## src/design/gpio_ports_map.vh

```
// Register offsets, field positions and reset values of the parallel ports.
`ifndef GPIO_PORTS_MAP_VH
`define GPIO_PORTS_MAP_VH

`define ADDR_W            4
`define DATA_W            8

`define OFS_PORT_A_DATA   4'h0
`define OFS_PORT_B_DATA   4'h1
`define OFS_PORT_C_DATA   4'h2
`define OFS_PORT_D_DATA   4'h3
`define OFS_PORT_A_DIR    4'h4
`define OFS_PORT_B_DIR    4'h5
`define OFS_PORT_C_DIR    4'h6
`define OFS_PORT_D_DIR    4'h7

`define PORT_A_WIDTH      7
`define PORT_B_WIDTH      8
`define PORT_C_WIDTH      5
`define PORT_D_WIDTH      2

`define DIR_RESET         8'h00
`define CLKOUT_EN_BIT     7
`define CLKOUT_PIN        2
`define CLKOUT_EN_RESET   1'b0
`define TMR_PIN_LO        6
`define READ_IDLE         8'h00

`endif

```

## src/design/io_port_bank.v

```verilog
// One parallel port: data latches, direction bits, pin drivers and read mux.
`timescale 1ns/1ps
module io_port_bank
#(
  parameter WIDTH = 8
)
(
  // Clock and reset
  input  wire             clk,
  input  wire             rst_n,
  // Software access
  input  wire [WIDTH-1:0] lat_we,
  input  wire             dir_we,
  input  wire [WIDTH-1:0] wdata,
  output wire [WIDTH-1:0] read_value,
  output wire [WIDTH-1:0] dir,
  // Alternate function override per pin
  input  wire [WIDTH-1:0] alt_sel,
  input  wire [WIDTH-1:0] alt_oe,
  input  wire [WIDTH-1:0] alt_val,
  // Pin
  input  wire [WIDTH-1:0] pin_in,
  output wire [WIDTH-1:0] pin_out,
  output wire [WIDTH-1:0] pin_oe_n
);

  reg [WIDTH-1:0] latch_q;
  reg [WIDTH-1:0] dir_q;
  reg [WIDTH-1:0] out_q;
  reg [WIDTH-1:0] oe_n_q;

  genvar i;
  generate
    for (i = 0; i < WIDTH; i = i + 1)
    begin : g_bit
      // The latch has no reset so its contents survive a system reset.
      always @(posedge clk)
      begin
        if (lat_we[i])
          latch_q[i] <= wdata[i];
      end

      always @(posedge clk)
      begin
        if (!rst_n)
          dir_q[i] <= 1'b0;
        else if (dir_we)
          dir_q[i] <= wdata[i];
      end

      always @(posedge clk)
      begin
        if (!rst_n)
        begin
          out_q[i]  <= 1'b0;
          oe_n_q[i] <= 1'b1;
        end
        else if (alt_sel[i])
        begin
          out_q[i]  <= alt_val[i];
          oe_n_q[i] <= ~alt_oe[i];
        end
        else
        begin
          out_q[i]  <= latch_q[i];
          oe_n_q[i] <= ~dir_q[i];
        end
      end

      // Output mode reads the latch, input mode reads the pin.
      assign read_value[i] = dir_q[i] ? latch_q[i] : pin_in[i];
    end
  endgenerate

  assign dir      = dir_q;
  assign pin_out  = out_q;
  assign pin_oe_n = oe_n_q;

endmodule

```

## src/design/parallel_io_ports.v

```verilog
// Four memory-mapped parallel I/O ports with pin sharing and clock output.
//
// Behaviour
// - Reset clears every direction bit; all pins start as high-impedance inputs.
// - Direction 1 enables the pin's output buffer; 0 makes it an input.
// - Output-mode bits read back the stored latch value, except port C pin two, which reads zero while the clock output owns it.
// - Input-mode bits read back the sampled pin level, except port C pin two, which reads zero while the clock output owns it.
// - Data writes update the latch regardless of direction, except port C pin two while the clock output owns it.
// - Reset leaves data latches unchanged; only direction and clock enable reset.
// - Port A has seven pins with direction bits six to zero.
// - Port B has eight pins, all shared with converter, some with timer.
// - On port B pins six and seven the converter beats the timer.
// - A converter-selected pin is joined to the converter, cut from timer.
// - Port C has five bidirectional pins; pin two is shared with the clock output.
// - With clock output enabled, port C pin two outputs the bus clock.
// - Reset clears the clock output enable, so pin two starts as input.
// - Port D has two pins shared with the first timer.
//
// The address-and-strobe port is this design's own decision.
`timescale 1ns/1ps
`include "gpio_ports_map.vh"
module parallel_io_ports
#(
  parameter PA_W = `PORT_A_WIDTH,
  parameter PB_W = `PORT_B_WIDTH,
  parameter PC_W = `PORT_C_WIDTH,
  parameter PD_W = `PORT_D_WIDTH
)
(
  // Clock and reset
  input  wire                 CLK_SYS,
  input  wire                 RST_N,
  // Register port
  input  wire [`ADDR_W-1:0]   ADDR,
  input  wire [`DATA_W-1:0]   WDATA,
  input  wire                 WR,
  input  wire                 RD,
  output wire [`DATA_W-1:0]   RDATA,
  // Port A pins
  input  wire [PA_W-1:0]      PA_IN,
  output wire [PA_W-1:0]      PA_OUT,
  output wire [PA_W-1:0]      PA_OE_N,
  // Port B pins
  input  wire [PB_W-1:0]      PB_IN,
  output wire [PB_W-1:0]      PB_OUT,
  output wire [PB_W-1:0]      PB_OE_N,
  // Port C pins
  input  wire [PC_W-1:0]      PC_IN,
  output wire [PC_W-1:0]      PC_OUT,
  output wire [PC_W-1:0]      PC_OE_N,
  // Port D pins
  input  wire [PD_W-1:0]      PD_IN,
  output wire [PD_W-1:0]      PD_OUT,
  output wire [PD_W-1:0]      PD_OE_N,
  // Analog converter channel selection
  input  wire [PB_W-1:0]      ADC_SEL,
  output wire [PB_W-1:0]      ADC_CONN,
  // Second timer channels on port B pins six and seven
  input  wire [1:0]           TMR2_EN,
  input  wire [1:0]           TMR2_OE,
  input  wire [1:0]           TMR2_OUT,
  output wire [1:0]           TMR2_IN,
  // First timer channels on port D
  input  wire [PD_W-1:0]      TMR1_EN,
  input  wire [PD_W-1:0]      TMR1_OE,
  input  wire [PD_W-1:0]      TMR1_OUT,
  output wire [PD_W-1:0]      TMR1_IN
);

  // Address decode.
  wire                sel_a_data;
  wire                sel_b_data;
  wire                sel_c_data;
  wire                sel_d_data;
  wire                sel_a_dir;
  wire                sel_b_dir;
  wire                sel_c_dir;
  wire                sel_d_dir;

  // Addresses 0x8 to 0xf select nothing, so they read zero and ignore writes.
  assign sel_a_data = (ADDR == `OFS_PORT_A_DATA);
  assign sel_b_data = (ADDR == `OFS_PORT_B_DATA);
  assign sel_c_data = (ADDR == `OFS_PORT_C_DATA);
  assign sel_d_data = (ADDR == `OFS_PORT_D_DATA);
  assign sel_a_dir  = (ADDR == `OFS_PORT_A_DIR);
  assign sel_b_dir  = (ADDR == `OFS_PORT_B_DIR);
  assign sel_c_dir  = (ADDR == `OFS_PORT_C_DIR);
  assign sel_d_dir  = (ADDR == `OFS_PORT_D_DIR);

  // Clock output enable. It sits beside the port C direction bits, so one
  // write can hand pin two to the clock and set the other pins at once.
  reg                 clkout_en_d;
  reg                 clkout_en_q;

  always @*
  begin
    if (WR && sel_c_dir)
      clkout_en_d = WDATA[`CLKOUT_EN_BIT];
    else
      clkout_en_d = clkout_en_q;
  end

  always @(posedge CLK_SYS)
  begin
    if (!RST_N)
      clkout_en_q <= `CLKOUT_EN_RESET;
    else
      clkout_en_q <= clkout_en_d;
  end

  // Port A.
  wire [PA_W-1:0]     a_read;
  wire [PA_W-1:0]     a_dir;

  io_port_bank
  #(
    .WIDTH (PA_W)
  )
  u_port_a
  (
    .clk        (CLK_SYS),
    .rst_n      (RST_N),
    .lat_we     ({PA_W{WR & sel_a_data}}),
    .dir_we     (WR & sel_a_dir),
    .wdata      (WDATA[PA_W-1:0]),
    .read_value (a_read),
    .dir        (a_dir),
    .alt_sel    ({PA_W{1'b0}}),
    .alt_oe     ({PA_W{1'b0}}),
    .alt_val    ({PA_W{1'b0}}),
    .pin_in     (PA_IN),
    .pin_out    (PA_OUT),
    .pin_oe_n   (PA_OE_N)
  );

  // Port B sharing. Every pin can be a converter input; pins six and
  // seven also carry the second timer, and the converter takes priority.
  wire [PB_W-1:0]     b_read;
  wire [PB_W-1:0]     b_dir;
  wire [1:0]          tmr2_owns;
  wire [PB_W-1:0]     b_alt_sel;
  wire [PB_W-1:0]     b_alt_oe;
  wire [PB_W-1:0]     b_alt_val;

  assign tmr2_owns = TMR2_EN & ~ADC_SEL[`TMR_PIN_LO+1:`TMR_PIN_LO];

  // A converter pin is forced to input so no buffer fights the analog level.
  assign b_alt_sel = ADC_SEL | {tmr2_owns, {`TMR_PIN_LO{1'b0}}};
  assign b_alt_oe  = {tmr2_owns & TMR2_OE, {`TMR_PIN_LO{1'b0}}};
  // Pins zero to five have no timer, so their alternate drive value is tied low.
  assign b_alt_val = {TMR2_OUT, {`TMR_PIN_LO{1'b0}}};

  io_port_bank
  #(
    .WIDTH (PB_W)
  )
  u_port_b
  (
    .clk        (CLK_SYS),
    .rst_n      (RST_N),
    .lat_we     ({PB_W{WR & sel_b_data}}),
    .dir_we     (WR & sel_b_dir),
    .wdata      (WDATA[PB_W-1:0]),
    .read_value (b_read),
    .dir        (b_dir),
    .alt_sel    (b_alt_sel),
    .alt_oe     (b_alt_oe),
    .alt_val    (b_alt_val),
    .pin_in     (PB_IN),
    .pin_out    (PB_OUT),
    .pin_oe_n   (PB_OE_N)
  );

  // Converter connection and timer capture inputs.
  reg  [PB_W-1:0]     adc_conn_q;
  reg  [1:0]          tmr2_in_q;

  always @(posedge CLK_SYS)
  begin
    if (!RST_N)
      adc_conn_q <= {PB_W{1'b0}};
    else
      adc_conn_q <= ADC_SEL;
  end

  // The timer sees the pin only while it owns it, so a converter pin never
  // feeds a capture edge into the timer.
  always @(posedge CLK_SYS)
  begin
    if (!RST_N)
      tmr2_in_q <= 2'b00;
    else
      tmr2_in_q <= PB_IN[`TMR_PIN_LO+1:`TMR_PIN_LO] & tmr2_owns;
  end

  assign ADC_CONN = adc_conn_q;
  assign TMR2_IN  = tmr2_in_q;

  // Port C. Pin two is handed to the clock output while it is enabled.
  wire [PC_W-1:0]     c_read;
  wire [PC_W-1:0]     c_dir;
  wire [PC_W-1:0]     c_pin_out;
  wire [PC_W-1:0]     c_clk_mask;
  wire [PC_W-1:0]     c_lat_we;
  wire [PC_W-1:0]     c_clk_owned;

  assign c_clk_mask  = {{(PC_W-1){1'b0}}, 1'b1} << `CLKOUT_PIN;
  assign c_clk_owned = c_clk_mask & {PC_W{clkout_en_q}};
  // The latch bit under the clock is frozen, so its old value returns on disable.
  assign c_lat_we    = {PC_W{WR & sel_c_data}} & ~c_clk_owned;

  io_port_bank
  #(
    .WIDTH (PC_W)
  )
  u_port_c
  (
    .clk        (CLK_SYS),
    .rst_n      (RST_N),
    .lat_we     (c_lat_we),
    .dir_we     (WR & sel_c_dir),
    .wdata      (WDATA[PC_W-1:0]),
    .read_value (c_read),
    .dir        (c_dir),
    .alt_sel    (c_clk_owned),
    .alt_oe     (c_clk_mask),
    .alt_val    ({PC_W{1'b0}}),
    .pin_in     (PC_IN),
    .pin_out    (c_pin_out),
    .pin_oe_n   (PC_OE_N)
  );

  // The clock output cannot come from a flop at full bus rate, so the
  // registered select gates the bus clock itself onto the pin.
  // Limitation: the pin's duty cycle and skew follow the bus clock tree.
  reg                 clk_to_pin_q;

  always @(posedge CLK_SYS)
  begin
    if (!RST_N)
      clk_to_pin_q <= 1'b0;
    else
      clk_to_pin_q <= clkout_en_q;
  end

  genvar k;
  generate
    for (k = 0; k < PC_W; k = k + 1)
    begin : g_pc_out
      if (k == `CLKOUT_PIN)
      begin : g_clk
        assign PC_OUT[k] = clk_to_pin_q ? CLK_SYS : c_pin_out[k];
      end
      else
      begin : g_pass
        assign PC_OUT[k] = c_pin_out[k];
      end
    end
  endgenerate

  // Port D. A timer channel that is enabled owns its pin.
  wire [PD_W-1:0]     d_read;
  wire [PD_W-1:0]     d_dir;
  reg  [PD_W-1:0]     tmr1_in_q;

  io_port_bank
  #(
    .WIDTH (PD_W)
  )
  u_port_d
  (
    .clk        (CLK_SYS),
    .rst_n      (RST_N),
    .lat_we     ({PD_W{WR & sel_d_data}}),
    .dir_we     (WR & sel_d_dir),
    .wdata      (WDATA[PD_W-1:0]),
    .read_value (d_read),
    .dir        (d_dir),
    .alt_sel    (TMR1_EN),
    .alt_oe     (TMR1_OE),
    .alt_val    (TMR1_OUT),
    .pin_in     (PD_IN),
    .pin_out    (PD_OUT),
    .pin_oe_n   (PD_OE_N)
  );

  // A disabled channel sees a steady zero rather than the pin.
  always @(posedge CLK_SYS)
  begin
    if (!RST_N)
      tmr1_in_q <= {PD_W{1'b0}};
    else
      tmr1_in_q <= PD_IN & TMR1_EN;
  end

  assign TMR1_IN = tmr1_in_q;

  // Read mux. Data appears in the cycle after the strobe and only there.
  reg  [`DATA_W-1:0]  rd_mux;
  reg  [`DATA_W-1:0]  rdata_d;
  reg  [`DATA_W-1:0]  rdata_q;
  reg  [PC_W-1:0]     c_read_masked;

  always @*
  begin
    c_read_masked = c_read & ~c_clk_owned;
    rd_mux        = `READ_IDLE;
    case (1'b1)
      sel_a_data: rd_mux[PA_W-1:0] = a_read;
      sel_b_data: rd_mux[PB_W-1:0] = b_read;
      sel_c_data: rd_mux[PC_W-1:0] = c_read_masked;
      sel_d_data: rd_mux[PD_W-1:0] = d_read;
      sel_a_dir:  rd_mux[PA_W-1:0] = a_dir;
      sel_b_dir:  rd_mux[PB_W-1:0] = b_dir;
      sel_c_dir:
      begin
        rd_mux[PC_W-1:0]           = c_dir;
        rd_mux[`CLKOUT_EN_BIT]     = clkout_en_q;
      end
      sel_d_dir:  rd_mux[PD_W-1:0] = d_dir;
      default:    rd_mux           = `READ_IDLE;
    endcase
  end

  // Idle cycles return zero, so a stale byte is never taken for a fresh read.
  always @*
  begin
    if (RD)
      rdata_d = rd_mux;
    else
      rdata_d = `READ_IDLE;
  end

  always @(posedge CLK_SYS)
  begin
    if (!RST_N)
      rdata_q <= `READ_IDLE;
    else
      rdata_q <= rdata_d;
  end

  assign RDATA = rdata_q;

endmodule

```

## config.mk

```make
export PLATFORM = sky130hd
export DESIGN_NAME = parallel_io_ports
export DESIGN_NICKNAME = d
export VERILOG_FILES = /design/src/design/io_port_bank.v /design/src/design/parallel_io_ports.v
export VERILOG_INCLUDE_DIRS = /design/src /design/src/design
export SDC_FILE = /design/constraint.sdc
export NUM_CORES = 1
export LEC_CHECK = 0
export BUFFER_PORTS_ARGS = -buffer_cell sky130_fd_sc_hd__buf_2
export CAP_MARGIN = 0
export CORE_ASPECT_RATIO = 1.1
export CORE_UTILIZATION = 35
export DETAILED_ROUTE_END_ITERATION = 10
export PLACE_DENSITY_LB_ADDON = 0.1
export REMOVE_ABC_BUFFERS = 1
export SLEW_MARGIN = 15
export SYNTH_ARGS = -nofsm -noshare
export SYNTH_HDL_FRONTEND = slang
export SYNTH_SLANG_ARGS = --single-unit
```

## constraint.sdc

```tcl
create_clock -name CLK_SYS -period 1.38 [get_ports CLK_SYS]
set_input_delay 0.207 -clock CLK_SYS [delete_from_list [all_inputs] [get_ports CLK_SYS]]
set_output_delay 0.207 -clock CLK_SYS [all_outputs]
set_load 0.05 [all_outputs]
```

# ---- Yosys cells after proc, flatten, opt, wreduce, memory -nomap -nowiden
# Cells that the tools add are included.
dict set report totals {
  reg_bits 110
  wordCells 217
}
dict set report classes {
  n_mux 59
  n_bitwise 45
  reduce_logical 11
  n_eq_ne 7
}
# op n
set ops {}
lappend ops {{1-bit 2-to-1 mux} 38}
lappend ops {{2-bit 2-to-1 mux} 14}
lappend ops {{1-bit inverter} 28}
lappend ops {{3-bit 2-to-1 mux} 7}
lappend ops {{4-bit by 3-bit == test with 1-bit output (second input constant)} 4}
lappend ops {{2-bit OR reduction} 7}
lappend ops {{5-bit bitwise AND} 2}
lappend ops {{1-bit bitwise AND} 8}
lappend ops {{2-bit bitwise AND} 4}
lappend ops {{4-bit by 2-bit == test with 1-bit output (second input constant)} 2}
lappend ops {{8-bit OR} 1}
lappend ops {{3-bit inverter with 5-bit output} 1}
lappend ops {{4-bit by 1-bit == test with 1-bit output (second input constant)} 1}
lappend ops {{4-bit logical NOT} 1}
lappend ops {{3-bit OR reduction} 1}
lappend ops {{2-bit inverter} 1}
lappend ops {{2-bit AND reduction} 1}
lappend ops {{1-bit logical AND} 1}

# ---- Logic depth before layout (Yosys ltp)
# Gate-level depths: netlist of run 1.
dict set report logic_depth {
  word_depth 9
  depth_mapped 6
}

# ---- By module
# Synthesis of run 1 repeated with hierarchy kept, for this count alone.
dict set report unflattened {
  cells_unflattened 373
  hier_area_um2 4473.0
}
# mod seq_area_each_um2 instances cells_per_inst area_per_inst_um2
set by_module_without_submodules {}
lappend by_module_without_submodules {{io_port_bank at u_port_b} 720.7 1 91 1217.4}
lappend by_module_without_submodules {parallel_io_ports 440.4 1 123 1131.1}
lappend by_module_without_submodules {{io_port_bank at u_port_a} 630.6 1 80 1063.5}
lappend by_module_without_submodules {{io_port_bank at u_port_c} 450.4 1 57 763.2}
lappend by_module_without_submodules {{io_port_bank at u_port_d} 180.2 1 22 297.8}

==> out/metrics.cfg, run 1 <==
[run_status]
status=finished, violations left
failed_checks=negative setup slack

[cells_and_area]
final_cell_area_um2=5650
multiInputGateArea_um2=1580
drive_above_1_share_pct=38.8
regArea_um2=2420
nNetsFinal=576
final_common_cell=buf_2
final_cell_mix=buf_2 (120), dfxtp_1 (87), mux2i_1 (40), buf_4 (40), nand2_1 (31)
fillers=1064
area_delta_synth_final_pct=38.1
diodes=0

[timing]
slew_headroom_pct=74.8
fin_ws_ns=-0.0595
tns_ns=-0.0595
slew_viol_final=0
skew_ns=0.00622
max_freq_ghz=0.695
finalSetupViolations=1
rsz0062_at_grt=true
hold_viol=0
worst_pin_slew_ns=0.378
timing.hold.ws_ns=0.0112
finalCritPeriodShare_pct=104
period_needed_ns=1.44

[logic_synthesis]
syn_area_per_cell_um2=11.9
ys_warn_count=0
synthArstFlopShare_pct=0
yosysUniqueCellTypes=38
yosysSeqAreaShare_pct=59.2
syn-cell-area_um2=4090
ys_ff_latch=110
netlist_instances=345
synth_edf_count=22
ys.flop_type=dfxtp_1

[floorplanning]
die_h_um=115
rows=41
core_um2=11400
dieArea_um2=12100
start_util_pct=35.8
pin_count=122
chipWidth_um=105

[run]
drv_cap=0

[min_path]
whs_path_depth=3
hold_path_class=in -> reg

[clocking]
tritoncts=yes
clk_pin_slew_worst_paths_ns=0.07
post_cts_buffers=0
insertion_delay_ns=0.46

[critical_path]
cp.depth=2
critPathArrivalTime_ns=1.23
crit_fanout=1
crit_required_ns=1.17
cpMaxStageDelayCell=dfxtp_2
r2r_cells=4
crit_path_end_kind=output pin
crit_type=reg -> out
start_kind=register
worstPathCellList=mux2_4 -> buf_8
critPathBufInv=1
crit_family=flip-flops
slowest_delay_ns=0.33

[power]
total_power_mw=7.00
ir_drop_v=0.000711
power_density_nw_per_um2=1240
power_leakage_nw=2.40

[place]
hpwl_um=7400
io_buffers=121
dpl-instance-area_um2=5110
gp_congestion=0.857

[global_route]
antenna_found_initial=0
grt-ovfl-total=0
grt_usage_pct=17.7
grt_max_degree=42
grt_first_pass_wirelength_um=15800
grt_pass1_vias=2977

[detailed_routing]
antenna_left=0
viasPerCell=4.59
drcViolationCount=0
wl_per_cell_um=15.1
drt_iter0_drc=91
dr.pass1.iters=4
routed-via-count=3089
wl_um=10200

[layout make-up]
cell class              count  area share, %
clock buffers              13           5.38
clock inverters             6           1.09
multi-input cells         216           28.0
flip-flops and latches    110           42.9
well taps                 150           3.32
repair buffers            178           19.3
[worst paths after layout]
kind	start	end	slack (ns)
worst max-delay path	clk_to_pin_q	PC_OUT[2]	-0.06
worst min-delay path	TMR2_OUT[0]	u_port_b.pin_out[6]	0.01
worst max register to register	u_port_b.dir[5]	RDATA[5]	0.21
worst min register to register	u_port_a.dir[5]	u_port_a.pin_oe_n[5]	0.44
[worst reg2reg max path: stages (launching register included)]
cell	delay [ns]
dfxtp_1	0.31
buf_4	0.14
mux2_2	0.25
a222oi_1	0.30
nor2_1	0.06
[repair_timing]
action,4_1_cts,5_1_grt
resized for setup,5,0
hold buffers,17,0
hold endpoints to repair,27,0
pin swaps,0,0
setup endpoints to repair,1,1
[Yosys cell counts (6+ instances only)]
master | number | area [um2]
mux2i_1 | 40 | 400
nand3b_1 | 6 | 45.0
nand2_1 | 31 | 116
nor2b_1 | 30 | 188
clkbuf_1 | 9 | 33.8
edfxtp_1 | 22 | 661
nor2_1 | 12 | 45.0
and3b_1 | 6 | 52.6
and2_1 | 22 | 138
mux2_2 | 15 | 169
o21ai_0 | 12 | 60.1
dfxtp_1 | 88 | 1760
[power breakdown]
part	switching [mW]	internal, mW
Sequential	0.0288	3.35
Clock	1.21	1.70
Combinational	0.424	0.291
Total	1.66	5.34
[metal layers]
layer	up-vias	share of wire, %	global-route usage [%]
met3	12	4.3	5.16
li1	1549	-	-
met4	0	1.3	7.04
met5	-	0	0
met2	85	48	29.7
met1	1443	46	21.7
[logic make-up after synthesis]
kind of cell           share of synthesized area, %
multiplexers                                   14.5
AO/OA/AOI/OAI                                  5.93
flip-flops                                     59.2
AND/OR/NAND/NOR                                18.0
buffers and inverters                          2.36
[state kept, by name (all words and copies together), names as in the netlist, 5 cells and up]
name / cells
u_port_b.dir: 8
u_port_c.pin_oe_n: 5
u_port_b.pin_out: 8
u_port_c.dir: 5
u_port_a.pin_out: 7
RDATA: 8
u_port_a.latch_q: 7
u_port_b.latch_q: 8
u_port_c.latch_q: 5
u_port_a.dir: 7
u_port_c.pin_out: 5
ADC_CONN: 8
u_port_b.pin_oe_n: 8
u_port_a.pin_oe_n: 7
[per-stage QoR]
step / utilization, % / std cells / setup WS [ns]
after floorplan: - / 326 / -0.360
after global placement: 44.7 / 638 / -0.0549
after detailed placement: 44.7 / 638 / -0.0683
after CTS: 49.4 / 673 / -0.0744
after global routing: 49.4 / 673 / -0.0913
final: 49.4 / 673 / -0.0595
No activity file was read; power rests on OpenSTA's default activity.
==> run 2, diff against run 1 <==
Settings changed: ABC_AREA set to 1.
==> run 2 against run 1 <==
Against the previous run:
- the flow still finishes with violations (negative setup slack)
- count of clock-buffer cells in the layout rose by 2
- wire length is 4.1% higher
- setup slack got worse by 0.0033 ns
- critical path type unchanged
==> out/metrics.cfg, run 2 <==
[timing]
slew_headroom_pct=73.2
period_needed_ns=1.44
fin_ws_ns=-0.0628
worst_pin_slew_ns=0.401
max_freq_ghz=0.693
rsz0062_at_grt=true
hold_viol=0
finalCritPeriodShare_pct=105
timing.hold.ws_ns=0.00483
finalSetupViolations=1
skew_ns=0.00814
slew_viol_final=0

[power]
switchingPower_mw=1.72
power_density_nw_per_um2=1290
ir_drop_v=0.000747
intPower_mw=5.32
clkPwrFrac_pct=41.5
power_leakage_nw=2.54
p_sw_share_pct=24.4
pwr-share-comb_pct=10.3
share_seq_of_total_power_pct=48.2

[logic_synthesis]
ys_warn_count=0
ys.flop_type=dfxtp_1
ys_ff_latch=110
yosysUniqueCellTypes=29
syn-cell-area_um2=4080
syn_area_per_cell_um2=8.71
synth_top_area_cell=dfxtp_1
synth_area_leaders=dfxtp_1 (43%), edfxtp_1 (16%), nand2_1 (10%)
netlist_instances=468
synthArstFlopShare_pct=0
yosys.cell_count.top_type=nand2_1
ys_top_cells_by_count=nand2_1 (113), dfxtp_1 (88), inv_1 (67), o21ai_0 (41), nor2_1 (32)
synth_top_area_share_pct=43.2
synth_edf_count=22
yosysSeqAreaShare_pct=59.4

[cells_and_area]
nNetsFinal=681
drive_above_1_share_pct=28.5
final_cell_area_um2=5470
area_delta_synth_final_pct=34.2
fillers=1133
diodes=0
final_cell_mix=buf_2 (120), nand2_1 (113), dfxtp_1 (87)
final_common_cell=buf_2

[floorplanning]
rows=40
chipWidth_um=105
dieArea_um2=12100
pin_count=122
core_um2=11100
die_h_um=115
start_util_pct=36.7

[global_route]
antenna_found_initial=0
grt_first_pass_wirelength_um=16700
grt_max_degree=23
grt-ovfl-total=0
grt_pass1_vias=3416
grt_usage_pct=18.7

[run_status]
status=finished, violations left
failed_checks=negative setup slack

[critical_path]
crit_required_ns=1.17
crit_type=reg -> out
cpMaxStageDelayCell=dfxtp_2
start_kind=register
crit_fanout=1
critPathArrivalTime_ns=1.24
slowest_delay_ns=0.33
worstPathCellList=mux2_4 -> buf_8
crit_path_end_kind=output pin

[place]
hpwl_um=7780
gp_congestion=0.841
dpl-instance-area_um2=4910
io_buffers=121

[run]
drv_cap=0

[detailed_routing]
routed-via-count=3529
wl_um=10600
dr.pass1.iters=4
viasPerCell=4.55
wl_per_cell_um=13.7
drcViolationCount=0
drt_iter0_drc=146
antenna_left=0

[clocking]
insertion_delay_ns=0.46
post_cts_buffers=0
clk_pin_slew_worst_paths_ns=0.06
tritoncts=yes

[min_path]
hold_path_class=in -> reg

[run 2: cell count changes in the layout (fill, tap and decap cells not counted), sizes merged, moves of 23 or more]
| cell | before | now |
|---|---|---|
| mux2i | 40 | 0 |
| nand2 | 31 | 117 |
| a21oi | 3 | 33 |
| buf | 162 | 139 |
| nor2b | 30 | 0 |
| nor2 | 12 | 38 |
| o21ai | 12 | 44 |
| inv | 0 | 73 |
[run 2: metrics by stage]
step | setup TNS, ns | power (mW) | worst slack, ns | util [%] | instances
floorplan | -0.585 | 3.87 | -0.0683 | - | 452
global placement | 0 | 4.15 | 0.00235 | 44.2 | 738
detailed placement | -0.0761 | 4.16 | -0.0191 | 44.2 | 738
CTS | -0.0756 | 7.10 | -0.0756 | 49.2 | 775
global route | -0.0879 | 7.30 | -0.0879 | 49.2 | 775
finish | -0.0628 | 7.03 | -0.0628 | 49.2 | 775
[run 2: worst paths after layout]
| path | end | depth (start not counted) | slack [ns] | start |
|---|---|---|---|---|
| worst max-delay path | PC_OUT[2] | 2 | -0.06 | clk_to_pin_q |
| worst min-delay path | u_port_b.pin_out[7] | 3 | 0.005 | TMR2_OUT[1] |
| worst max register to register | RDATA[2] | 6 | 0.11 | u_port_b.dir[2] |
| worst min register to register | u_port_b.pin_oe_n[4] | 1 | 0.39 | u_port_b.dir[4] |
[run 2: area by class of cell]
cell class | count | area (um2) | share of cell area [%]
inverter | 72 | 275 | 5.03
multi-input combinational | 270 | 1290 | 23.7
clock buffer | 15 | 312 | 5.70
tap | 147 | 184 | 3.36
clock inverter | 4 | 55.1 | 1.01
sequential | 110 | 2420 | 44.3
timing repair buffer | 157 | 926 | 16.9
[run 2: what timing repair did]
action,CTS,global route
gates resized for setup,5,0
gates cloned,0,0
endpoints found under the hold margin,32,0
hold buffers,19,0
endpoints found under the setup margin,1,1
[run 2: worst max-delay path, delay by kind of cell, from the launching register on]
kind | cells | cell delay, ns
buf+inv | 1 | 0.15
flops | 1 | 0.33
mux | 1 | 0.30
[run 2: logic make-up (layout without fill, tap and decap cells)]
family	Yosys count	after routing	synth area share (%)
AND/OR/NAND/NOR	181	181	19.5
flip-flops	110	110	59.4
multiplexers	2	2	0.552
buffers and inverters	88	248	9.05
AO/OA/AOI/OAI	87	87	11.5
[run 2: power groups by stage]
stage	clock, mW	combinational, mW	sequential [mW]
after floorplan	0.00834	0.194	3.66
after global placement	0.00963	0.681	3.46
after detailed placement	0.00963	0.685	3.46
after CTS	2.98	0.727	3.39
after global routing	3.12	0.786	3.40
final	2.92	0.723	3.39
[run 2: per-layer routing]
layer | routed length [um] | up-vias | share of wire [%] | track usage [%]
met3 | 595 | 16 | 5.6 | 4.59
met5 | 0 | - | 0 | 0
met2 | 5000 | 117 | 47 | 30.4
li1 | - | 1797 | - | -
met4 | 231 | 0 | 2.2 | 10.2
met1 | 4760 | 1599 | 45 | 22.9
